==> src/rtl/spd_pkg.sv <==
/*
 * constants, register map and types of the stepper pulse and phase delay block.
 * assumes a 40 MHz system clock shared by every module that imports it.
 */
package spd_pkg;

    localparam int          CLK_HZ          = 40_000_000;
    localparam int          CLK_PER_MHZ     = CLK_HZ / 1_000_000;
    localparam int          SHORT_PULSE_US  = 31_250;
    localparam int          LONG_PULSE_US   = 156_250;
    localparam int          SHORT_PULSE_CYC = SHORT_PULSE_US * CLK_PER_MHZ;
    localparam int          LONG_PULSE_CYC  = LONG_PULSE_US * CLK_PER_MHZ;
    localparam int          MONO_W          = 23;

    localparam logic [7:0]  ADDR_CTRL       = 8'h00;
    localparam logic [7:0]  ADDR_STATUS     = 8'h04;
    localparam logic [7:0]  ADDR_DELAY_R    = 8'h08;
    localparam logic [7:0]  ADDR_DELAY_S    = 8'h0C;
    localparam logic [7:0]  ADDR_DELAY_T    = 8'h10;

    localparam int          CTRL_MODE_LSB   = 0;
    localparam int          CTRL_KIND_BIT   = 2;
    localparam int          CTRL_RATIO_LSB  = 4;
    localparam int          CTRL_NEG_LSB    = 8;
    localparam logic [31:0] CTRL_RESET      = 32'h0000_0000;
    localparam logic [31:0] CTRL_MASK       = 32'h0000_0337;

    localparam int          ST_TOTAL_BIT    = 0;
    localparam int          ST_PHASE_LSB    = 1;
    localparam int          ST_NOLOAD_BIT   = 4;

    localparam logic [1:0]  MODE_STANDALONE = 2'h2;
    localparam logic [1:0]  MODE_LED_DIV    = 2'h3;
    localparam int          STANDALONE_BIT  = 1;

    localparam logic [1:0]  NEG_FERRARIS    = 2'h0;
    localparam logic [1:0]  NEG_ABSOLUTE    = 2'h1;
    localparam logic [1:0]  NEG_PER_PHASE   = 2'h2;
    localparam logic [1:0]  NEG_SIGNED      = 2'h3;

    localparam logic [11:0] DIV_RATIO_0     = 12'h040;
    localparam logic [11:0] DIV_RATIO_1     = 12'h080;
    localparam logic [11:0] DIV_RATIO_2     = 12'h020;
    localparam logic [11:0] DIV_RATIO_3     = 12'h100;
    localparam logic [11:0] DIV_KIND_FACTOR = 12'h00A;

    localparam logic [2:0]  DELAY_PRESCALE  = 3'h7;
    localparam int          TS_W            = 16;
    localparam logic [15:0] TS_ONE          = 16'h0001;

    localparam logic [1:0]  HTRANS_NONSEQ   = 2'h2;

    typedef enum logic [2:0] {
        SPD_MF_IDLE = 3'b001,
        SPD_MF_A    = 3'b010,
        SPD_MF_B    = 3'b100
    } spd_mono_t;

endpackage

==> src/rtl/spd_if.sv <==
/*
 * carrier between the top module and the phase delay meter.
 * assumes both ends run on the same clock.
 */
`timescale 1ns/1ps
interface spd_if;
    logic       zc_r;
    logic       zc_s;
    logic       zc_t;
    logic [7:0] byte_r;
    logic [7:0] byte_s;
    logic [7:0] byte_t;
    modport meas (input zc_r, input zc_s, input zc_t,
                  output byte_r, output byte_s, output byte_t);
    modport ctl  (output zc_r, output zc_s, output zc_t,
                  input byte_r, input byte_s, input byte_t);
endinterface

==> src/rtl/spd_delay.sv <==
/*
 * phase delay meter: timestamps voltage zero crossings in units of 8 clocks
 * and encodes two delay differences into three bytes.
 * assumes zero crossing strobes come from logic on the same clock.
 */
`timescale 1ns/1ps
module spd_delay
    import spd_pkg::*;
(
    input  wire logic hclk,
    input  wire logic hresetn,
    spd_if.meas       dly
);
    logic [2:0]      pre_reg;
    logic [TS_W-1:0] now_reg;
    logic [TS_W-1:0] ts_r_reg;
    logic [TS_W-1:0] ts_s_reg;
    logic [TS_W-1:0] ts_t_reg;
    logic [2:0]      zc_d_reg;
    logic [23:0]     bytes_reg;

    wire             tick   = (pre_reg == DELAY_PRESCALE);
    wire             rise_r = dly.zc_r & ~zc_d_reg[0];
    wire             rise_s = dly.zc_s & ~zc_d_reg[1];
    wire             rise_t = dly.zc_t & ~zc_d_reg[2];
    wire [TS_W-1:0]  t_rs   = ts_s_reg - ts_r_reg;
    wire [TS_W-1:0]  t_st   = ts_t_reg - ts_s_reg;
    wire [TS_W-1:0]  t_tr   = now_reg - ts_t_reg;
    // value = difference - 1, so time = (mag - 2^11*flag + 1) * 8 clocks
    wire [TS_W-1:0]  asr    = t_st - t_tr - TS_ONE;
    wire [TS_W-1:0]  art    = t_rs - t_st - TS_ONE;

    always_ff @(posedge hclk or negedge hresetn) begin
        if (!hresetn) begin
            pre_reg   <= 3'h0;
            now_reg   <= '0;
            ts_r_reg  <= '0;
            ts_s_reg  <= '0;
            ts_t_reg  <= '0;
            zc_d_reg  <= 3'h0;
            bytes_reg <= 24'h00_0000;
        end else begin
            pre_reg  <= tick ? 3'h0 : pre_reg + 3'h1;
            now_reg  <= tick ? now_reg + TS_ONE : now_reg;
            zc_d_reg <= {dly.zc_t, dly.zc_s, dly.zc_r};
            if (rise_s)
                ts_s_reg <= now_reg;
            if (rise_t)
                ts_t_reg <= now_reg;
            if (rise_r) begin
                ts_r_reg  <= now_reg;
                bytes_reg <= {asr[11:0], art[11:0]};
            end
        end
    end

    // bytes in t, s, r order
    assign dly.byte_t = bytes_reg[23:16];
    assign dly.byte_s = bytes_reg[15:8];
    assign dly.byte_r = bytes_reg[7:0];
endmodule

==> src/rtl/spd_top.sv <==
/*
 * stepper pulse output stage with negative power handling, pulse pin and
 * phase delay readout over an AHB-Lite slave.
 * assumes energy pulses, phase powers, no-load and zero crossings come from
 * logic on hclk; hready is the bus hready with this slave alone on it.
 */
// Local design decisions: the AHB-Lite slave port and the address map.
`timescale 1ns/1ps

// Functional notes
// - output mode bit 1 set makes the motor pins drive the stepper directly
// - stepper phases come from energy pulses via divider, mono-flop, decoder
// - kind 0: 31.25 ms pulses at C/64, C/128, C/32, C/256 by ratio
// - kind 1: 156.25 ms pulses at C/640, C/1280, C/320, C/2560
// - decoder alternates divided pulses between phase a and phase b
// - no-load holds both motor pins low and stops integration
// - output mode 2: pulse pin carries energy pulses at rate C
// - output mode 3: pulse pin carries C/64, C/128, C/32, C/256 by ratio
// - negative power mode affects active accumulation only
// - mode 0: signed sum; negative clears flag and holds steppers low
// - mode 1: sum of absolute values; flag reads 1, normal stepping
// - mode 2: per-phase mode; flag reads 1, normal stepping
// - mode 3: signed sum; stepping for negative and positive totals
// - three delay bytes in t, s, r order hold two 12-bit vectors
// - delay = (magnitude - 2^11 flag + 1) times 8 clocks
// - all rates are fractions of the calibrated pulse constant C
module spd_top
    import spd_pkg::*;
#(
    parameter int PW        = 24,
    parameter int SHORT_CYC = SHORT_PULSE_CYC,
    parameter int LONG_CYC  = LONG_PULSE_CYC
)(
    input  wire logic          hclk,
    input  wire logic          hresetn,
    input  wire logic          hsel,
    input  wire logic [31:0]   haddr,
    input  wire logic [1:0]    htrans,
    input  wire logic          hwrite,
    input  wire logic [2:0]    hsize,
    input  wire logic [31:0]   hwdata,
    input  wire logic          hready,
    output logic [31:0]        hrdata,
    output logic               hreadyout,
    output logic               hresp,
    input  wire logic          energy_pulse,
    input  wire logic [PW-1:0] power_r,
    input  wire logic [PW-1:0] power_s,
    input  wire logic [PW-1:0] power_t,
    input  wire logic          no_load_flag,
    input  wire logic          zc_r,
    input  wire logic          zc_s,
    input  wire logic          zc_t,
    output logic               motor_pos_pin,
    output logic               motor_neg_pin,
    output logic               pulse_pin,
    output logic               total_dir_flag,
    output logic [2:0]         phase_dir_flag
);
    localparam int TW = PW + 2;

    function automatic logic [11:0] div_of(input logic kind, input logic [1:0] ratio);
        logic [11:0] base;
        base = DIV_RATIO_0;
        unique case (ratio)
            2'h0: base = DIV_RATIO_0;
            2'h1: base = DIV_RATIO_1;
            2'h2: base = DIV_RATIO_2;
            2'h3: base = DIV_RATIO_3;
        endcase
        div_of = kind ? 12'(base * DIV_KIND_FACTOR) : base;
    endfunction

    function automatic logic [TW-1:0] widen(input logic [PW-1:0] p, input logic mag);
        logic [TW-1:0] w;
        w = {{2{p[PW-1]}}, p};
        if (mag && p[PW-1])
            w = -w;
        widen = w;
    endfunction

    function automatic logic [TW-1:0] pos_part(input logic [PW-1:0] p);
        pos_part = p[PW-1] ? '0 : {2'b00, p};
    endfunction

    // bus slave
    logic [31:0]       ctrl_reg;
    logic [31:0]       hrdata_reg;
    logic              hreadyout_reg;
    logic              wr_pend_reg;
    logic [7:0]        wr_addr_reg;

    wire               addr_phase = hsel & hready & (htrans == HTRANS_NONSEQ);
    wire [7:0]         a_off      = haddr[7:0];
    wire               a_hit      = (haddr[31:8] == 24'h00_0000);
    wire [1:0]         output_mode_sel = ctrl_reg[CTRL_MODE_LSB +: 2];
    wire               energy_kind_sel = ctrl_reg[CTRL_KIND_BIT];
    wire [1:0]         motor_ratio_sel = ctrl_reg[CTRL_RATIO_LSB +: 2];
    wire [1:0]         neg_power_mode  = ctrl_reg[CTRL_NEG_LSB +: 2];
    wire [31:0]        status_word;
    wire [31:0]        rd_mux;

    spd_if u_if ();
    assign u_if.zc_r = zc_r;
    assign u_if.zc_s = zc_s;
    assign u_if.zc_t = zc_t;

    spd_delay u_delay (
        .hclk    (hclk),
        .hresetn (hresetn),
        .dly     (u_if.meas)
    );

    assign status_word = {27'h0, no_load_flag, phase_dir_flag, total_dir_flag};
    assign rd_mux = !a_hit                   ? 32'h0000_0000 :
                    (a_off == ADDR_CTRL)     ? ctrl_reg :
                    (a_off == ADDR_STATUS)   ? status_word :
                    (a_off == ADDR_DELAY_R)  ? {24'h00_0000, u_if.byte_r} :
                    (a_off == ADDR_DELAY_S)  ? {24'h00_0000, u_if.byte_s} :
                    (a_off == ADDR_DELAY_T)  ? {24'h00_0000, u_if.byte_t} :
                                               32'h0000_0000;

    always_ff @(posedge hclk or negedge hresetn) begin
        if (!hresetn) begin
            ctrl_reg      <= CTRL_RESET;
            hrdata_reg    <= 32'h0000_0000;
            hreadyout_reg <= 1'b0;
            wr_pend_reg   <= 1'b0;
            wr_addr_reg   <= 8'h00;
        end else begin
            hreadyout_reg <= 1'b1;
            wr_pend_reg   <= addr_phase & hwrite & a_hit;
            wr_addr_reg   <= a_off;
            if (addr_phase && !hwrite)
                hrdata_reg <= rd_mux;
            if (wr_pend_reg && wr_addr_reg == ADDR_CTRL)
                ctrl_reg <= hwdata & CTRL_MASK;
        end
    end

    assign hrdata    = hrdata_reg;
    assign hreadyout = hreadyout_reg;
    assign hresp     = 1'b0;

    // power direction and accumulated total
    logic [TW-1:0]     total;
    logic              step_ok;
    logic              flag_next;
    wire  [TW-1:0]     sum_signed = widen(power_r, 1'b0) + widen(power_s, 1'b0)
                                    + widen(power_t, 1'b0);
    wire  [TW-1:0]     sum_abs    = widen(power_r, 1'b1) + widen(power_s, 1'b1)
                                    + widen(power_t, 1'b1);
    wire  [TW-1:0]     sum_pos    = pos_part(power_r) + pos_part(power_s)
                                    + pos_part(power_t);

    // only active pulse stepping is gated here; reactive paths are elsewhere
    always_comb begin
        total     = sum_signed;
        step_ok   = 1'b1;
        flag_next = 1'b1;
        unique case (neg_power_mode)
            NEG_FERRARIS: begin
                total     = sum_signed;
                flag_next = ~sum_signed[TW-1];
                step_ok   = ~sum_signed[TW-1];
            end
            NEG_ABSOLUTE: begin
                total     = sum_abs;
            end
            NEG_PER_PHASE: begin
                total     = sum_pos;
            end
            NEG_SIGNED: begin
                total     = sum_signed;
                flag_next = ~sum_signed[TW-1];
            end
        endcase
    end

    logic [TW-1:0]     total_reg;
    always_ff @(posedge hclk or negedge hresetn) begin
        if (!hresetn) begin
            total_dir_flag <= 1'b1;
            phase_dir_flag <= 3'h7;
            total_reg      <= '0;
        end else begin
            total_dir_flag <= flag_next;
            phase_dir_flag <= ~{power_t[PW-1], power_s[PW-1], power_r[PW-1]};
            total_reg      <= total;
        end
    end

    // energy pulse at rate C qualified by load and sign
    wire               motor_en   = output_mode_sel[STANDALONE_BIT];
    wire               pulse_ok   = energy_pulse & ~no_load_flag;
    wire               motor_in   = pulse_ok & step_ok;
    wire  [11:0]       motor_div  = div_of(energy_kind_sel, motor_ratio_sel);
    wire  [11:0]       led_div    = div_of(1'b0, motor_ratio_sel);

    logic [11:0]       mdiv_cnt_reg;
    logic [11:0]       ldiv_cnt_reg;
    wire               mdiv_wrap  = motor_in & (mdiv_cnt_reg >= motor_div - 12'h001);
    wire               ldiv_wrap  = pulse_ok & (ldiv_cnt_reg >= led_div - 12'h001);

    always_ff @(posedge hclk or negedge hresetn) begin
        if (!hresetn) begin
            mdiv_cnt_reg <= 12'h000;
            ldiv_cnt_reg <= 12'h000;
        end else begin
            if (motor_in)
                mdiv_cnt_reg <= mdiv_wrap ? 12'h000 : mdiv_cnt_reg + 12'h001;
            if (pulse_ok)
                ldiv_cnt_reg <= ldiv_wrap ? 12'h000 : ldiv_cnt_reg + 12'h001;
        end
    end

    // mono-flop and alternating decoder
    spd_mono_t         mono_reg;
    spd_mono_t         mono_next;
    logic [MONO_W-1:0] mono_cnt_reg;
    logic              next_b_reg;
    logic              pend_reg;
    wire  [MONO_W-1:0] pulse_len  = energy_kind_sel ? MONO_W'(LONG_CYC - 1)
                                                    : MONO_W'(SHORT_CYC - 1);
    wire               mono_done  = (mono_cnt_reg >= pulse_len);
    wire               start      = (mdiv_wrap | pend_reg) & (mono_reg == SPD_MF_IDLE);

    always_comb begin
        mono_next = mono_reg;
        unique case (mono_reg)
            SPD_MF_IDLE: begin
                if (start)
                    mono_next = next_b_reg ? SPD_MF_B : SPD_MF_A;
            end
            SPD_MF_A: begin
                if (mono_done || no_load_flag)
                    mono_next = SPD_MF_IDLE;
            end
            SPD_MF_B: begin
                if (mono_done || no_load_flag)
                    mono_next = SPD_MF_IDLE;
            end
            default: mono_next = SPD_MF_IDLE;
        endcase
    end

    always_ff @(posedge hclk or negedge hresetn) begin
        if (!hresetn) begin
            mono_reg     <= SPD_MF_IDLE;
            mono_cnt_reg <= '0;
            next_b_reg   <= 1'b0;
            pend_reg     <= 1'b0;
        end else begin
            mono_reg     <= mono_next;
            mono_cnt_reg <= (mono_reg == SPD_MF_IDLE) ? '0 : mono_cnt_reg + MONO_W'(1);
            if (start)
                next_b_reg <= ~next_b_reg;
            if (no_load_flag)
                pend_reg <= 1'b0;
            else if (mdiv_wrap && mono_reg != SPD_MF_IDLE)
                pend_reg <= 1'b1;
            else if (start)
                pend_reg <= 1'b0;
        end
    end

    // pins: active high pulses, idle low
    always_ff @(posedge hclk or negedge hresetn) begin
        if (!hresetn) begin
            motor_pos_pin <= 1'b0;
            motor_neg_pin <= 1'b0;
            pulse_pin     <= 1'b0;
        end else begin
            motor_pos_pin <= motor_en & ~no_load_flag & (mono_next == SPD_MF_A);
            motor_neg_pin <= motor_en & ~no_load_flag & (mono_next == SPD_MF_B);
            if (output_mode_sel == MODE_LED_DIV)
                pulse_pin <= ldiv_wrap;
            else
                pulse_pin <= pulse_ok;
        end
    end

    wire unused_ok = &{1'b0, hsize, total_reg};
endmodule

==> config.mk <==
export PLATFORM = sky130hd
export DESIGN_NAME = spd_top
export DESIGN_NICKNAME = d
export VERILOG_FILES = /design/src/rtl/spd_pkg.sv /design/src/rtl/spd_if.sv /design/src/rtl/spd_delay.sv /design/src/rtl/spd_top.sv
export SDC_FILE = /design/constraint.sdc
export NUM_CORES = 1
export LEC_CHECK = 0
export CAP_MARGIN = 30
export CORE_ASPECT_RATIO = 0.8
export CORE_MARGIN = 1.5
export CORE_UTILIZATION = 59
export CTS_CLUSTER_SIZE = 16
export DETAILED_ROUTE_END_ITERATION = 10
export DONT_BUFFER_PORTS = 1
export PLACE_DENSITY = 0.78
export SYNTH_ARGS = -nofsm -noshare
export SYNTH_HDL_FRONTEND = slang
export SYNTH_SLANG_ARGS = --single-unit
==> constraint.sdc <==
create_clock -name hclk -period 4.35 [get_ports hclk]
set_clock_uncertainty 0.15 [all_clocks]
set_input_delay 0.6525 -clock hclk [delete_from_list [all_inputs] [get_ports hclk]]
set_output_delay 0.6525 -clock hclk [all_outputs]
set_load 0.01 [all_outputs]
==> results of run 1 <==
synthesized netlist by cell type (5+ instances only):
cell | n | share of area (%)
a211oi_1 | 5 | 0.35
a21o_1 | 9 | 0.63
a21oi_1 | 36 | 1.7
a31oi_1 | 10 | 0.59
and2_1 | 9 | 0.53
and3_1 | 16 | 0.94
and4_1 | 5 | 0.41
buf_4 | 23 | 1.6
clkbuf_1 | 22 | 0.78
dfrtp_1 | 159 | 37
dfstp_2 | 5 | 1.2
fa_1 | 46 | 8.6
ha_1 | 88 | 10
inv_1 | 125 | 4.4
mux2_2 | 20 | 2.1
nand2_1 | 107 | 3.8
nand2b_1 | 17 | 1.0
nand3_1 | 28 | 1.3
nand4_1 | 10 | 0.59
nor2_1 | 72 | 2.5
nor2b_1 | 11 | 0.65
nor3_1 | 14 | 0.66
nor3b_1 | 7 | 0.49
nor4_1 | 15 | 0.88
o21ai_0 | 101 | 4.7
o31ai_1 | 8 | 0.56
xnor2_1 | 34 | 2.8
xor2_1 | 32 | 2.6
metal layers:
layer	track usage [%]	vias to the layer above	routed length, um
met5	0	-	0
met4	7.659	0	388
met3	5.117	30	1086
met2	41.90	196	10680
met1	33.10	3811	10200
li1	-	3721	-
kinds of logic (layout without fill, tap and decap cells):
family | count (synthesis) | after routing
AOI/OAI and AO/OA | 214 | 214
xor gates and xnor gates | 66 | 66
adders and majority gates | 134 | 134
buffers and inverters | 173 | 172
DFF | 164 | 164
muxes | 21 | 21
other | 2 | 24
and+or+nand+nor | 334 | 334
power by group through the flow:
stage / registers [mW] / clock network [mW] / logic, mW
after floorplan: 1.81 / 0 / 1.01
after global placement: 1.86 / 0 / 1.22
after detailed placement: 1.86 / 0 / 1.27
after CTS: 1.84 / 1.56 / 1.30
after global routing: 1.86 / 1.62 / 1.58
final: 1.84 / 1.54 / 1.39
how the worst max path moves through the flow:
stage | start | end | slack [ps] | cells after the start
finish | u_delay.ts_s_reg[1]$_DFFE_PN0P_ | u_delay.bytes_reg[23]$_DFFE_PN0P_ | 130 | 15
global route | u_delay.ts_t_reg[0]$_DFFE_PN0P_ | u_delay.bytes_reg[23]$_DFFE_PN0P_ | -30 | 20
CTS | u_delay.ts_t_reg[0]$_DFFE_PN0P_ | u_delay.bytes_reg[23]$_DFFE_PN0P_ | 9 | 20
detailed placement | u_delay.ts_t_reg[0]$_DFFE_PN0P_ | u_delay.bytes_reg[10]$_DFFE_PN0P_ | -160 | 19
global placement | u_delay.ts_t_reg[0]$_DFFE_PN0P_ | u_delay.bytes_reg[23]$_DFFE_PN0P_ | -70 | 20
floorplan | u_delay.ts_t_reg[0]$_DFFE_PN0P_ | u_delay.bytes_reg[23]$_DFFE_PN0P_ | 110 | 20
critical path: stages, from the launching register on:
cell	delay (ps)
dfrtp_1	400
inv_2	110
ha_1	230
nor2b_1	140
o31a_1	270
or4_1	470
nand3_1	150
nand3b_1	140
xor2_2	220
fa_1	480
ha_1	370
or4_1	560
o311ai_2	120
a211oi_2	70
xor2_1	150
o21ai_1	120
area by class of cell:
type | instances | share of cell area [%]
well taps | 225 | 2.419
clock inverters | 14 | 1.430
flip-flops and latches | 164 | 35.32
multi-input cells | 793 | 52.09
clock buffers | 18 | 3.774
inverters | 126 | 4.064
repair buffers | 14 | 0.9031
timing repair:
action | 4_1_cts | 5_1_grt
resized for setup | 5 | 36
hold endpoints to repair | 164 | 164
buffers inserted | 1 | 2
endpoints found under the setup margin | 4 | 5
pin swaps | 6 | 17
==> flow_summary.toml, run 1 <==
[synth]
yosysWarningCount = 0
synth.ff_latch_count = 164
synth.mux.area_fraction_pct = 2.209
post_synthesis_instance_area_mm2 = 0.01065
synth_compound_area_share_pct = 12.33
synth_top_flop_cell = "dfrtp_1"
post_synth_num_cell_types = 67
synth-adder-area-share_pct = 18.99
synth_top_family_by_area = "adder cells"
ys_seq_area_share_pct = 38.60
yosys.area_share.xor_xnor_pct = 5.429
syn_area_per_cell_um2 = 9.610
synthSimpleGateAreaFrac_pct = 15.45
async_flop_share_pct = 100.0
post_synth_edffs = 0
netlist_instances = 1108

[sta]
max_freq_mhz = 236.7
finalCriticalPeriod_ps = 4225
fin_tns_setup_ps = 0
hold_viol = 160
setup_viol = 0
tightestPinTransition_ps = 970.9
report.final.slew_viol_count = 0
postLayoutSetupSlackWorst_ps = 125.4
final.period_utilization_pct = 97.12
holdWs_ps = -235.8
timing.slew.headroom_pct = 35.27
rsz0062_at_grt = "true"

[setup_path]
timing_worst_setup_path_type = "register to register"
worst_r2r_endpoint = "u_delay.bytes_reg[23]$_DFFE_PN0P_"
rr_worst_depth = 15
worst_setup_path_end_kind = "register"
timing.critical_path.required_ps = 4550
crit_fanout = 4
timing.critical_path.arrival_ps = 4430
worst_setup_path_start_kind = "register"
worst_r2r_startpoint = "u_delay.ts_s_reg[1]$_DFFE_PN0P_"
worst-r2r-setup-slack_ps = 130

[final_layout]
final_area_mm2 = 0.01164
antenna-diode-count = 0
drive_gt1_share_pct = 10.19
n_fill_cell = 1329
register_cell_area_after_layout_mm2 = 0.004110
layoutNonFillerInstCount = 1354
final_core_util_pct = 66.55
nNetsFinal = 1401
largest_reg_flops = 24
layout_common_cells = "dfrtp_1, inv_1, nand2_1"
layout_commonest_cell = "dfrtp_1"
syn_to_final_growth_pct = 9.295
area_occupied_by_multi_input_gates_mm2 = 0.006062

[floorplan]
die_area_mm2 = 0.01887
initial_core_utilization_pct = 60.89
fp.coreArea_mm2 = 0.01749
die_w_um = 153.2
die_h_um = 123.2
placement_rows = 43
io_pins = 192

[placement]
detailedPlace.worstSlack_ps = -157.9
placed_cell_area_mm2 = 0.01084
place_congestion = 0.8443
port_buffers = 0
post-place-cells = 1319
detailedPlacementHpwl_mm = 16.97

[routing]
drt_iter0_drc = 519
wirelength_mm = 22.36
detail_route.wl_per_cell_um = 16.52
detailroute.via_count = 7758
route.detailed.drc = 3
drt.antenna.violating_nets = 0
detailedRoute.firstPassIterationCount = 8
via_density_per_instance = 5.730

[clocking]
clockBufferDepth = 2
cts_root_buf = "clkbuf_16"
clkSlewWorstSetupHoldPaths_ps = 70
clock_tree_from_tritoncts = "built"
cts_max_level = 4
num_cts_buffers = 17
clock-sinks = 164
clk_latency_ps = 430

[power_and_ir_drop]
power_frac_clock_pct = 32.3
static-leakage-power_nw = 5.458
power-per-cell-area_mw_per_mm2 = 410.5
seq_power_share_pct = 38.6
cellInternalPower_mw = 3.215
total_power_mw = 4.777
power.share.combinational_pct = 29.1
worst_case_vdd_ir_drop_mv = 0.2704
p_switching_mw = 1.562
swShare_pct = 32.71

[run_status]
run_status = "finished, violations left"
violated_checks = "DRC, hold timing"

[grt]
vias_in_the_first_global_route = 7810
grt_use_total_pct = 24.99
grt_max_degree = 165
overflow = 0
global_route_wire_length_before_repair_mm = 37.32
antenna_found_initial = 0

[job]
maxCapViolations = 0

[hold_path]
hold_path_class = "input pin to asynchronous set/reset pin"
(Power assumes the default switching activity.)
==> run 2: changes to the inputs <==
--- a/config.mk
+++ b/config.mk
@@ -5,6 +5,7 @@
 export SDC_FILE = /design/constraint.sdc
 export NUM_CORES = 1
 export LEC_CHECK = 0
+export ABC_AREA = 1
 export CAP_MARGIN = 30
 export CORE_ASPECT_RATIO = 0.8
 export CORE_MARGIN = 1.5
==> flow_summary.toml, run 2 <==
[final_layout]
layout_commonest_cell = "nand2_1"
syn_to_final_growth_pct = 7.513
n_fill_cell = 1525
nNetsFinal = 1616
drive_gt1_share_pct = 5.506
final_area_mm2 = 0.01191
antenna-diode-count = 0
layout_common_cells = "nand2_1, inv_1, dfrtp_1"
largest_reg_flops = 24
layoutNonFillerInstCount = 1597

[floorplan]
fp.coreArea_mm2 = 0.01828
io_pins = 192
die_w_um = 156.2
initial_core_utilization_pct = 60.60
placement_rows = 44
die_area_mm2 = 0.01961
die_h_um = 125.5

[routing]
wirelength_met1_mm = 11.28
route.detailed.drc = 0
dr_wl_met2_mm = 10.91
routed-wl-met3_mm = 1.025
via_density_per_instance = 5.430
detailedRoute.firstPassIterationCount = 5
wirelength_mm = 23.59
dr.max_layer_used = "met4"
detailroute.via_count = 8671
drt_iter0_drc = 654
drt.antenna.violating_nets = 0
detail_route.wl_per_cell_um = 14.77

[sta]
tightestPinTransition_ps = 799.2
rsz0062_at_grt = "false"
report.final.slew_viol_count = 0
hold_viol = 161
setup_viol = 0
final.period_utilization_pct = 93.99
finalCriticalPeriod_ps = 4088
max_freq_mhz = 244.6
holdWs_ps = -261.7
fin_tns_setup_ps = 0
timing.slew.headroom_pct = 46.66

[synth]
async_flop_share_pct = 100.0
post_synth_edffs = 0
ys_top_cells_by_count = "nand2_1, inv_1, dfrtp_1, o21ai_0, ha_1"
synth.top_cells.by_area = "dfrtp_1, ha_1, nand2_1"
post_synth_num_cell_types = 58
synth_top_flop_cell = "dfrtp_1"
yosys.cell_count.top_type = "nand2_1"
syn_area_per_cell_um2 = 8.346
post_synthesis_instance_area_mm2 = 0.01108
ys_seq_area_share_pct = 37.11
synth.ff_latch_count = 164
netlist_instances = 1327
yosysWarningCount = 0
netlist.top_cell.by_area = "dfrtp_1"
synth_top_area_share_pct = 35.92

[power_and_ir_drop]
power-per-cell-area_mw_per_mm2 = 408.7
seq_power_share_pct = 38.3
static-leakage-power_nw = 5.929
worst_case_vdd_ir_drop_mv = 0.2334
p_switching_mw = 1.692
cellInternalPower_mw = 3.175
swShare_pct = 34.76
power.share.combinational_pct = 28.2
power_frac_clock_pct = 33.5

[clocking]
clk_latency_ps = 450
clockBufferDepth = 2
num_cts_buffers = 17
cts_root_buf = "clkbuf_16"
clkSlewWorstSetupHoldPaths_ps = 80
postCtsSetupRepairBufs = 0
clock-sinks = 164
cts_max_level = 4
clock_tree_from_tritoncts = "built"

[hold_path]
hold_path_class = "input pin to asynchronous set/reset pin"

[grt]
overflow = 0
grt_max_degree = 165
global_route_wire_length_before_repair_mm = 40.38
grt_use_total_pct = 25.73
antenna_found_initial = 0
vias_in_the_first_global_route = 8298

[setup_path]
worst_setup_path_start_kind = "register"
worst-r2r-setup-slack_ps = 260
timing.critical_path.required_ps = 4540
timing_worst_setup_path_type = "register to register"
worst_setup_path_end_kind = "register"
worst_r2r_endpoint = "u_delay.bytes_reg[23]$_DFFE_PN0P_"
rr_worst_depth = 19
timing.critical_path.arrival_ps = 4280
crit_fanout = 5
worst_r2r_startpoint = "u_delay.ts_s_reg[2]$_DFFE_PN0P_"

[placement]
placed_cell_area_mm2 = 0.01125
place_congestion = 0.9085
detailedPlacementHpwl_mm = 17.72
post-place-cells = 1565
port_buffers = 0

[run_status]
violated_checks = "hold timing"
run_status = "finished, violations left"

[job]
maxCapViolations = 0
-- run 2: cell types whose count changed after synthesis, moves of 20 or more --
cell	previous run	this run
xnor2_1	34	5
nand3_1	28	63
mux2_2	20	0
inv_1	125	228
nand2_1	107	250
a21oi_1	36	75
-- run 2: worst max path at each step --
stage	startpoint	endpoint	slack [ps]	cells after the start
floorplan	u_delay.ts_t_reg[0]$_DFFE_PN0P_	u_delay.bytes_reg[23]$_DFFE_PN0P_	700	20
global placement	u_delay.ts_t_reg[0]$_DFFE_PN0P_	u_delay.bytes_reg[23]$_DFFE_PN0P_	380	20
detailed placement	u_delay.ts_t_reg[0]$_DFFE_PN0P_	u_delay.bytes_reg[23]$_DFFE_PN0P_	210	20
CTS	u_delay.ts_t_reg[0]$_DFFE_PN0P_	u_delay.bytes_reg[23]$_DFFE_PN0P_	150	20
global route	u_delay.ts_s_reg[2]$_DFFE_PN0P_	u_delay.bytes_reg[23]$_DFFE_PN0P_	30	19
finish	u_delay.ts_s_reg[2]$_DFFE_PN0P_	u_delay.bytes_reg[23]$_DFFE_PN0P_	260	19
-- run 2: final cells by class --
type / instances / area (um^2) / share of cell area (%)
Clock inverter: 15 / 207.7 / 1.744
Inverter: 232 / 875.8 / 7.355
Clock buffer: 17 / 425.4 / 3.573
Timing Repair Buffer: 2 / 15.01 / 0.1261
Multi-Input combinational cell: 914 / 5957 / 50.03
Sequential cell: 164 / 4110 / 34.52
Tap cell: 253 / 316.6 / 2.658
-- run 2: metrics by stage --
step | power [mW] | setup WS, ps | hold slack (ps) | util (%)
6_report | 4.867 | 261.5 | -261.7 | 65.15
5_1_grt | 5.195 | 26.05 | -279.8 | 65.15
4_1_cts | 4.869 | 149.7 | -275.3 | 65.00
3_5_place_dp | 3.223 | 208.6 | 210.2 | 61.53
3_3_place_gp | 3.169 | 375.8 | 209.8 | 61.53
2_1_floorplan | 2.905 | 698.2 | 206.9 | -
-- run 2: worst max-delay path, stage by stage (launching register included) --
cell and delay (ps):
dfrtp_1 380, inv_1 100, ha_2 320, a21oi_1 170
nand2_1 130, a21oi_1 270, o21ai_2 100, nand3_1 130
nand2_1 130, xor2_2 210, fa_1 460, ha_1 380
nand2_1 100, nor3_1 210, nand3_1 120, o2111ai_1 140
xor2_1 240, nand3_1 110, nand3_1 90, nand2_1 50
-- run 2: logic make-up (layout without fill, tap and decap cells) --
| family | after synthesis | after routing | synth area share (%) |
|---|---|---|---|
| xor gates and xnor gates | 41 | 41 | 3.242 |
| DFF | 164 | 164 | 37.11 |
| AOI/OAI and AO/OA | 224 | 224 | 11.30 |
| and+or+nand+nor | 491 | 491 | 19.93 |
| other | 2 | 24 | 0.06781 |
| adders and majority gates | 134 | 134 | 18.26 |
| buffers and inverters | 271 | 266 | 10.10 |
-- run 2: what timing repair did --
item	4_1_cts	5_1_grt
endpoints found under the hold margin	164	164
resized for setup	0	6
setup endpoints to repair	0	2
-- run 2: routing by layer --
| layer | up-vias | GRT usage, % |
|---|---|---|
| li1 | 4271 | - |
| met1 | 4157 | 37.23 |
| met2 | 205 | 39.29 |
| met3 | 38 | 4.887 |
| met4 | 0 | 7.955 |
| met5 | - | 0 |
-- run 2: power by group through the flow --
stage / sequential [mW] / combinational [mW] / clock [mW]
2_1_floorplan: 1.84 / 1.06 / 0
3_3_place_gp: 1.88 / 1.29 / 0
3_5_place_dp: 1.89 / 1.33 / 0
4_1_cts: 1.86 / 1.36 / 1.65
5_1_grt: 1.89 / 1.58 / 1.72
6_report: 1.87 / 1.37 / 1.63
